<file path="src/design/thaoir_consts.svh">
// named offsets, reset values and indices of the alert and offset register bank
`ifndef THAOIR_CONSTS_SVH
`define THAOIR_CONSTS_SVH

// scratchpad offsets of the four settable bytes
`define THAOIR_OFS_LIM_LO 8'h0a
`define THAOIR_OFS_LIM_HI 8'h0b
`define THAOIR_OFS_CAL_LO 8'h0c
`define THAOIR_OFS_CAL_HI 8'h0d

// reset and factory values
`define THAOIR_RST_LIM_LO 8'hf0
`define THAOIR_RST_LIM_HI 8'h07
`define THAOIR_RST_CAL_LO 8'h00
`define THAOIR_RST_CAL_HI 8'h00
`define THAOIR_RST_SNAP 8'hf0
`define THAOIR_READ_ZERO 8'h00
`define THAOIR_RST_RESULT 16'h0000

// byte index inside the bank and inside the configuration eeprom
`define THAOIR_IDX_LIM_LO 2'h0
`define THAOIR_IDX_LIM_HI 2'h1
`define THAOIR_IDX_CAL_LO 2'h2
`define THAOIR_IDX_CAL_HI 2'h3
`define THAOIR_IDX_LAST 2'h3
`define THAOIR_NUM_BYTES 4

// pin that doubles as the alert output
`define THAOIR_PIN_ALERT 2

`endif

</file>
<file path="src/design/thaoir_pkg.sv">
// types shared by the alert and offset register bank
package thaoir_pkg;

   // sequencer states: eeprom reload, idle, eeprom save
   typedef enum logic [1:0] {ST_LOAD, ST_IDLE, ST_SAVE} thaoir_state_e;

   // scratchpad access from the bus protocol engine
   typedef struct packed {
      logic wr;
      logic rd;
      logic [7:0] addr;
      logic [7:0] wdata;
   } thaoir_sp_req_s;

   // raw conversion result from the conversion engine
   typedef struct packed {
      logic done;
      logic [15:0] raw;
   } thaoir_conv_s;

endpackage : thaoir_pkg

</file>
<file path="src/design/thaoir_bank.sv">
// high alert threshold, offset calibration and pin snapshot register bank
//
// How it works
// - corrected result above high limit sets the high-alert status flag
// - alarm search answer carries the alert bit while the condition holds
// - alert condition with supply-pin power and pin 2 in alert mode drives the alert pin low
// - limit low byte at offset 0ah, resets to f0h
// - limit high byte at offset 0bh, resets to 07h
// - factory and first power-up values are in the legacy format
// - copy command saves limit and offset bytes into configuration eeprom
// - power-on reset reloads limit and offset from configuration eeprom
// - offset is added to every raw result before it is stored
// - the corrected result, not the raw one, meets the limit
// - offset low byte at offset 0ch, resets to 00h
// - offset high byte at offset 0dh, resets to zero
// - pin snapshot captures the four pins only on a pin-read command
// - snapshot bits 3..0 hold true pin levels, reset to zero
// - snapshot bits 7..4 hold inverted levels, reset to one
// - pin 2 in alert mode reports the alert pin status
// - protection bit blocks writes to limit and offset; writes cannot clear it
`timescale 1ns/1ps
`include "thaoir_consts.svh"
module thaoir_bank (
   input wire logic ref_clk,
   input wire logic rst,
   input wire logic factory_rst,
   input wire thaoir_pkg::thaoir_sp_req_s sp_req,
   input wire logic copy_cmd,
   input wire logic pin_read_cmd,
   input wire logic alarm_search_cmd,
   input wire thaoir_pkg::thaoir_conv_s conv,
   input wire logic lock_en,
   input wire logic io2_alert_mode,
   input wire logic vdd_pwr_in,
   input wire logic [3:0] io_pin_in,
   output logic [7:0] sp_rdata_r,
   output logic [15:0] result_r,
   output logic result_vld_r,
   output logic alert_high_r,
   output logic alarm_resp_r,
   output logic alarm_resp_vld_r,
   output logic alert_pin_out_r,
   output logic alert_pin_oe_r,
   output logic [7:0] pin_snapshot_r,
   output logic busy_r
);
   import thaoir_pkg::*;

   localparam int NB = `THAOIR_NUM_BYTES;
   localparam logic [8*NB-1:0] RST_VEC = {`THAOIR_RST_CAL_HI, `THAOIR_RST_CAL_LO,
                                          `THAOIR_RST_LIM_HI, `THAOIR_RST_LIM_LO};
   localparam logic [8*NB-1:0] OFS_VEC = {`THAOIR_OFS_CAL_HI, `THAOIR_OFS_CAL_LO,
                                          `THAOIR_OFS_LIM_HI, `THAOIR_OFS_LIM_LO};

   thaoir_state_e state_r;
   logic [1:0] cnt_r;
   logic ld_vld_r;
   logic [1:0] ld_idx_r;
   logic [7:0] cfg_r [NB];
   logic [7:0] nvm_rdata;
   logic [7:0] save_byte;
   logic nvm_we;
   logic [3:0] pin_s1_r;
   logic [3:0] pin_s2_r;
   logic vdd_s1_r;
   logic vdd_s2_r;
   logic [15:0] limit;
   logic [15:0] offset;
   logic [15:0] corrected;
   logic alert_cond_r;
   logic [3:0] pin_view;
   logic host_wr_ok;
   logic copy_take;
   logic alert_cmp;
   logic busy_nxt;
   logic [NB-1:0] wr_hit;
   logic [7:0] snap_nxt;

   ////////////////////////////////////////////////////////////////
   // pin and power-mode synchronisers

   // two flops before any logic looks at the pins
   always_ff @(posedge ref_clk)
   begin
      pin_s1_r <= io_pin_in;
      pin_s2_r <= pin_s1_r;
   end

   // supply-pin power detect, same treatment
   always_ff @(posedge ref_clk)
   begin
      vdd_s1_r <= vdd_pwr_in;
      vdd_s2_r <= vdd_s1_r;
   end

   ////////////////////////////////////////////////////////////////
   // reload and save sequencer

   // a copy is taken only while idle with no reload byte in flight
   assign copy_take = copy_cmd && (state_r == ST_IDLE) && !ld_vld_r;

   // rst starts a reload; copy only accepted when idle
   always_ff @(posedge ref_clk)
   begin
      if (rst)
      begin
         state_r <= ST_LOAD;
         cnt_r <= `THAOIR_IDX_LIM_LO;
      end
      else
      begin
         unique case (state_r)
            ST_LOAD:
            begin
               cnt_r <= cnt_r + 2'h1;
               if (cnt_r == `THAOIR_IDX_LAST)
                  state_r <= ST_IDLE;
            end
            ST_IDLE:
            begin
               cnt_r <= `THAOIR_IDX_LIM_LO;
               if (copy_take)
                  state_r <= ST_SAVE;
            end
            ST_SAVE:
            begin
               cnt_r <= cnt_r + 2'h1;
               if (cnt_r == `THAOIR_IDX_LAST)
                  state_r <= ST_IDLE;
            end
            default:
            begin
               state_r <= ST_LOAD; // stray code: start over with a reload
               cnt_r <= `THAOIR_IDX_LIM_LO;
            end
         endcase
      end
   end

   // eeprom read data arrives one cycle after its address
   always_ff @(posedge ref_clk)
   begin
      if (rst)
      begin
         ld_vld_r <= 1'b0;
         ld_idx_r <= `THAOIR_IDX_LIM_LO;
      end
      else
      begin
         ld_vld_r <= (state_r == ST_LOAD);
         ld_idx_r <= cnt_r;
      end
   end

   // busy away from idle and while the last reload byte lands
   always_comb
   begin
      busy_nxt = 1'b0;
      if (state_r != ST_IDLE)
         busy_nxt = 1'b1;
      if (ld_vld_r)
         busy_nxt = 1'b1;
   end

   // busy while reloading or saving; host writes meanwhile are dropped
   always_ff @(posedge ref_clk)
   begin
      if (rst)
         busy_r <= 1'b1;
      else
         busy_r <= busy_nxt;
   end

   // eeprom write port is fed byte by byte while saving
   assign nvm_we = (state_r == ST_SAVE);
   assign save_byte = cfg_r[cnt_r];

   // factory image holds the legacy-format reset values
   thaoir_nvm #(
      .DEPTH(NB),
      .AW(2),
      .FACTORY(RST_VEC)
   ) u_nvm (
      .ref_clk(ref_clk),
      .factory_rst(factory_rst),
      .we(nvm_we),
      .waddr(cnt_r),
      .wdata(save_byte),
      .raddr(cnt_r),
      .rdata_r(nvm_rdata)
   );

   ////////////////////////////////////////////////////////////////
   // limit and offset bytes

   // host writes pass only when idle and not protected
   assign host_wr_ok = sp_req.wr && !lock_en && (state_r == ST_IDLE) && !ld_vld_r;

   // one register per byte; reload beats a host write
   for (genvar i = 0; i < NB; i++)
   begin : g_cfg
      // this byte is the target of an accepted host write
      assign wr_hit[i] = host_wr_ok && (sp_req.addr == OFS_VEC[8*i +: 8]);

      always_ff @(posedge ref_clk)
      begin
         if (rst)
            cfg_r[i] <= RST_VEC[8*i +: 8];
         else if (ld_vld_r && (ld_idx_r == 2'(i)))
            cfg_r[i] <= nvm_rdata;
         else if (wr_hit[i])
            cfg_r[i] <= sp_req.wdata;
      end
   end

   // sixteen-bit values, high byte above low byte
   assign limit = {cfg_r[`THAOIR_IDX_LIM_HI], cfg_r[`THAOIR_IDX_LIM_LO]};
   assign offset = {cfg_r[`THAOIR_IDX_CAL_HI], cfg_r[`THAOIR_IDX_CAL_LO]};

   ////////////////////////////////////////////////////////////////
   // scratchpad read-back

   // unmapped offsets read as zero
   always_ff @(posedge ref_clk)
   begin
      if (rst)
         sp_rdata_r <= `THAOIR_READ_ZERO;
      else if (sp_req.rd)
      begin
         unique case (sp_req.addr)
            `THAOIR_OFS_LIM_LO: sp_rdata_r <= cfg_r[`THAOIR_IDX_LIM_LO];
            `THAOIR_OFS_LIM_HI: sp_rdata_r <= cfg_r[`THAOIR_IDX_LIM_HI];
            `THAOIR_OFS_CAL_LO: sp_rdata_r <= cfg_r[`THAOIR_IDX_CAL_LO];
            `THAOIR_OFS_CAL_HI: sp_rdata_r <= cfg_r[`THAOIR_IDX_CAL_HI];
            default: sp_rdata_r <= `THAOIR_READ_ZERO;
         endcase
      end
   end

   ////////////////////////////////////////////////////////////////
   // result correction and high-limit compare

   // two's complement add, wraps at sixteen bits
   assign corrected = conv.raw + offset;

   // corrected result is stored with a one-cycle valid pulse
   always_ff @(posedge ref_clk)
   begin
      if (rst)
      begin
         result_r <= `THAOIR_RST_RESULT;
         result_vld_r <= 1'b0;
      end
      else
      begin
         result_vld_r <= conv.done;
         if (conv.done)
            result_r <= corrected;
      end
   end

   // signed strict compare of the corrected result against the high limit
   assign alert_cmp = ($signed(corrected) > $signed(limit));

   // condition follows the latest result, signed compare
   always_ff @(posedge ref_clk)
   begin
      if (rst)
         alert_cond_r <= 1'b0;
      else if (conv.done)
         alert_cond_r <= alert_cmp;
   end

   // status flag shows the condition of the latest result
   always_ff @(posedge ref_clk)
   begin
      if (rst)
         alert_high_r <= 1'b0;
      else
         alert_high_r <= alert_cond_r;
   end

   ////////////////////////////////////////////////////////////////
   // alarm search answer

   // answer bit sampled on each search, valid for one cycle
   always_ff @(posedge ref_clk)
   begin
      if (rst)
      begin
         alarm_resp_r <= 1'b0;
         alarm_resp_vld_r <= 1'b0;
      end
      else
      begin
         alarm_resp_vld_r <= alarm_search_cmd;
         if (alarm_search_cmd)
            alarm_resp_r <= alert_cond_r;
      end
   end

   ////////////////////////////////////////////////////////////////
   // alert pin drive

   // open drain: level is always low, enable pulls the pin
   always_ff @(posedge ref_clk)
   begin
      if (rst)
         alert_pin_out_r <= 1'b0;
      else
         alert_pin_out_r <= 1'b0;
   end

   // pulled low only with supply-pin power and pin 2 in alert mode
   always_ff @(posedge ref_clk)
   begin
      if (rst)
         alert_pin_oe_r <= 1'b0;
      else
         alert_pin_oe_r <= alert_cond_r && vdd_s2_r && io2_alert_mode;
   end

   ////////////////////////////////////////////////////////////////
   // pin snapshot

   // pin 2 reports the alert pin status when it serves as alert
   always_comb
   begin
      pin_view = pin_s2_r;
      if (io2_alert_mode)
         pin_view[`THAOIR_PIN_ALERT] = !alert_pin_oe_r;
   end

   // snapshot image: inverted levels above true levels
   assign snap_nxt = {~pin_view, pin_view};

   // captured only on a pin-read command
   always_ff @(posedge ref_clk)
   begin
      if (rst)
         pin_snapshot_r <= `THAOIR_RST_SNAP;
      else if (pin_read_cmd)
         pin_snapshot_r <= snap_nxt;
   end

endmodule : thaoir_bank

</file>
<file path="src/design/thaoir_nvm.sv">
// configuration eeprom bytes with registered read data
`timescale 1ns/1ps
module thaoir_nvm #(
   parameter int DEPTH = 4,
   parameter int AW = 2,
   parameter logic [8*DEPTH-1:0] FACTORY = {8'h00, 8'h00, 8'h07, 8'hf0}
) (
   input wire logic ref_clk,
   input wire logic factory_rst,
   input wire logic we,
   input wire logic [AW-1:0] waddr,
   input wire logic [7:0] wdata,
   input wire logic [AW-1:0] raddr,
   output logic [7:0] rdata_r
);

   logic [7:0] mem_r [DEPTH];

   ////////////////////////////////////////////////////////////////
   // one storage byte per entry; only the factory strobe restores it
   for (genvar i = 0; i < DEPTH; i++)
   begin : g_byte
      always_ff @(posedge ref_clk)
      begin
         if (factory_rst)
            mem_r[i] <= FACTORY[8*i +: 8];
         else if (we && (waddr == AW'(i)))
            mem_r[i] <= wdata;
      end
   end

   ////////////////////////////////////////////////////////////////
   // registered read port
   always_ff @(posedge ref_clk)
   begin
      rdata_r <= mem_r[raddr];
   end

endmodule : thaoir_nvm

</file>
<file path="config.mk">
export PLATFORM = sky130hd
export DESIGN_NAME = thaoir_bank
export DESIGN_NICKNAME = d
export VERILOG_FILES = /design/src/design/thaoir_pkg.sv /design/src/design/thaoir_bank.sv /design/src/design/thaoir_nvm.sv
export VERILOG_INCLUDE_DIRS = /design/src /design/src/design
export SDC_FILE = /design/constraint.sdc
export NUM_CORES = 1
export LEC_CHECK = 0
export ABC_CLOCK_PERIOD_IN_PS = 4300
export BUFFER_PORTS_ARGS = -buffer_cell sky130_fd_sc_hd__buf_2
export CORE_UTILIZATION = 35
export CTS_CLUSTER_SIZE = 30
export DETAILED_ROUTE_END_ITERATION = 10
export GPL_TIMING_DRIVEN = 0
export MAX_ROUTING_LAYER = met4
export SLEW_MARGIN = 20
export SYNTH_ARGS = -nofsm -noshare
export SYNTH_HDL_FRONTEND = slang
export SYNTH_SLANG_ARGS = --single-unit
</file>
<file path="constraint.sdc">
create_clock -name ref_clk -period 4.3 [get_ports ref_clk]
set_input_delay 0.86 -clock ref_clk [delete_from_list [all_inputs] [get_ports ref_clk]]
set_output_delay 0.86 -clock ref_clk [all_outputs]
set_load 0.05 [all_outputs]
</file>
==> impl_metrics.json <==
{
  "placed_cells": 900,
  "critPathLaunchType": "input pin",
  "synth-seq-cells": 128,
  "skew_ns": 0.00896,
  "cts_buffers": 17,
  "rsz0062_at_grt": "false",
  "final.min_clock_period_ns": 3.84,
  "max_freq_mhz": 261,
  "avgSynthCellArea_um2": 11.0,
  "hold_viol": 0,
  "critical_path_class": "input pin to flop",
  "finish.utilization_pct": 43.0,
  "wl_um": 17100,
  "worstMarginPinSlew_ns": 1.11,
  "cp.required_ns": 4.58,
  "die_w_um": 138,
  "routedWlPerCell_um": 18.3,
  "hold_path.class": "flop to flop",
  "dieArea_mm2": 0.0190,
  "p_leak_nw": 3.28,
  "first_global_vias": 5017,
  "cts_root_buf": "clkbuf_16",
  "final_area_mm2": 0.00775,
  "setup.worst_path.end_class": "flop",
  "fin_crit_sh_pct": 89.2,
  "insertion_delay_ns": 0.42,
  "peakVddDrop_uv": 268,
  "placed_cell_area_mm2": 0.00718,
  "setup_viol_count_final": 0,
  "tns_ns": 0,
  "dpl.hpwl_um": 13700,
  "syn_nets": 671,
  "drcViolationCount": 0,
  "cts_buffer_depth": 2,
  "grt-ovfl-total": 0,
  "antenna_found_initial": 0,
  "htreeDepth": 4,
  "cp_data_arrival_time_ns": 4.12,
  "slew_viol_final": 0,
  "synth_top_flop_cell": "edfxtp_1",
  "clk_pin_slew_ns": 0.06,
  "ant_nets": 0,
  "place.gp.congestion": 0.914,
  "cp_max_fo": 4,
  "drt_pass1_iterations": 6,
  "grt_pass1_wl_um": 26500,
  "port_buffers": 84,
  "syn-cell-area_mm2": 0.00647,
  "p_per_area_mw_per_mm2": 431,
  "fill_cells": 1696,
  "synth_edf_count": 64,
  "cts_tree": "done",
  "gr-usage-all-layers_pct": 19.4,
  "max_slew_margin_pct": 25.7,
  "coreArea_mm2": 0.0180,
  "ys_seq_area_share_pct": 49.5,
  "drtIter0Drc": 261,
  "viasPerCell": 5.34,
  "holdBufCountCts": 0,
  "area_growth_pct": 19.7,
  "grt_max_degree": 17,
  "rows": 49,
  "antenna_cells": 0,
  "die_h_um": 138,
  "cts.sinks": 128,
  "timing.max_cap.violations": 0,
  "nets": 774,
  "drive_above_1_share_pct": 20.3,
  "start_util_pct": 35.9,
  "pin_count": 87,
  "synth_warnings": 0,
  "synthCells": 587,
  "vias": 4976,
  "instances_no_fill": 932,
  "outcome": "complete, no violations",
  "ys_async_sr_fraction_pct": 0,
  "post_cts.repair.setup_buffers": 0,
  "cts.repair.resized": 0,
  "synth_cell_type_count": 56
}
==> path summary, 6_finish.rpt <==
check                           slack, ns           end  depth (start not counted)        start
worst max register to register       0.57  alert_cond_r                         15  cfg_r[2][0]
worst max-delay path                 0.46  alert_cond_r                         16      conv[0]
worst min register to register       0.32   pin_s2_r[3]                          0  pin_s1_r[3]
worst min-delay path                 0.32   pin_s2_r[3]                          0  pin_s1_r[3]
==> metrics by stage <==
stage                     hold WS [ns]  setup WS, ns  total power [W]
final                            0.324         0.463          0.00334
after global routing             0.327         0.296          0.00348
after CTS                        0.326         0.495          0.00337
after detailed placement         0.312        0.0757          0.00199
after global placement           0.315         0.138          0.00198
after floorplan                  0.310         0.724          0.00181
==> Yosys cell counts (4+ instances only) <==
library cell,number,area (um2)
a221oi_1,17,149
nor2b_1,16,100
nor3b_1,5,37.5
xor2_1,5,43.8
nor2_1,47,176
dfxtp_1,64,1280
mux2i_1,9,90.1
clkbuf_1,20,75.1
nor3_1,8,40.0
a21oi_1,35,175
nand4_1,5,31.3
xnor2_1,8,70.1
and3_1,28,175
nand2_1,34,128
nand2b_1,15,93.8
buf_4,4,30.0
mux4_2,16,360
edfxtp_1,64,1920
o21ai_0,17,85.1
ha_1,35,438
o21a_1,6,45.0
a21o_1,12,90.1
inv_1,27,101
a22o_1,26,228
nand3_1,4,20.0
and2_1,10,62.6
o22a_1,7,61.3
==> state kept, by name (all words and copies together) (netlist names) <==
name and count:
pin_s2_r 4, u_nvm.mem_r 32, alarm_resp_r 1, ld_vld_r 1, pin_s1_r 4, state_r 2
pin_snapshot_r 8, alert_cond_r 1, cnt_r 2, ld_idx_r 2, alert_high_r 1, sp_rdata_r 8
busy_r 1, result_vld_r 1, alarm_resp_vld_r 1, alert_pin_oe_r 1, vdd_s1_r 1, u_nvm.rdata_r 8
cfg_r 32, vdd_s2_r 1, result_r 16
==> layout make-up <==
class                   count  area [um2]  share of cell area [%]
flip-flops and latches    128        3200                    41.4
plain buffers              28         123                    1.58
repair buffers             84         420                    5.43
multi-input cells         400        3030                    39.1
clock inverters             8        76.3                   0.985
clock buffers              24         492                    6.35
well taps                 229         287                    3.70
inverters                  31         116                    1.50
==> where the power goes <==
| part | total [W] | switching (W) | internal [W] |
|---|---|---|---|
| clock | 0.00138 | 0.000519 | 0.000858 |
| sequential | 0.00140 | 0.0000491 | 0.00136 |
| combinational | 0.000561 | 0.000356 | 0.000205 |
==> critical path: stages <==
cell and delay [ns]:
buf_2 0.11, ha_1 0.20, inv_1 0.08, fa_1 0.21
nor2b_1 0.07, o31a_1 0.30, o21ai_0 0.28, a21oi_1 0.15
or3_1 0.38, and2_1 0.20, ha_1 0.28, nand4_1 0.16
a2111oi_0 0.48, nor2_1 0.10, mux2i_1 0.17, o2bb2ai_1 0.10
==> layer usage <==
metal | wire (um) | global-route usage [%] | vias to the layer above
met5 | 0 | - | -
met3 | 1070 | 3.14 | 36
met1 | 6970 | 22.7 | 2352
li1 | - | - | 2409
met2 | 8410 | 32.1 | 179
met4 | 624 | 10.2 | 0
==> logic make-up (layout without fill, tap and decap cells) <==
logic type,Yosys count,count (layout),synth area share [%]
adder cells (fa/ha/maj),36,36,7.08
buffers and inverters,59,175,3.69
multiplexers,27,27,7.31
XOR/XNOR,13,13,1.76
AO/OA/AOI/OAI,142,142,15.8
flip-flops,128,128,49.5
AND/OR/NAND/NOR,181,181,14.8
other,1,1,0.0579
==> placed cells by master, fill, tap and decap left out, drive strengths merged, types with 3 or more instances in the layout <==
cell	n
a211oi	3
a21o	12
a21oi	35
a221oi	18
a22o	26
and2	10
and3	28
buf	92
clkbuf	44
clkinv	6
dfxtp	64
edfxtp	64
ha	35
inv	32
mux2i	9
mux4	16
nand2	34
nand2b	15
nand3	4
nand4	5
nor2	47
nor2b	16
nor3	8
nor3b	6
o21a	6
o21ai	17
o22a	7
or3	3
xnor2	8
xor2	5
Note: power is estimated with default switching activity, not from simulation.
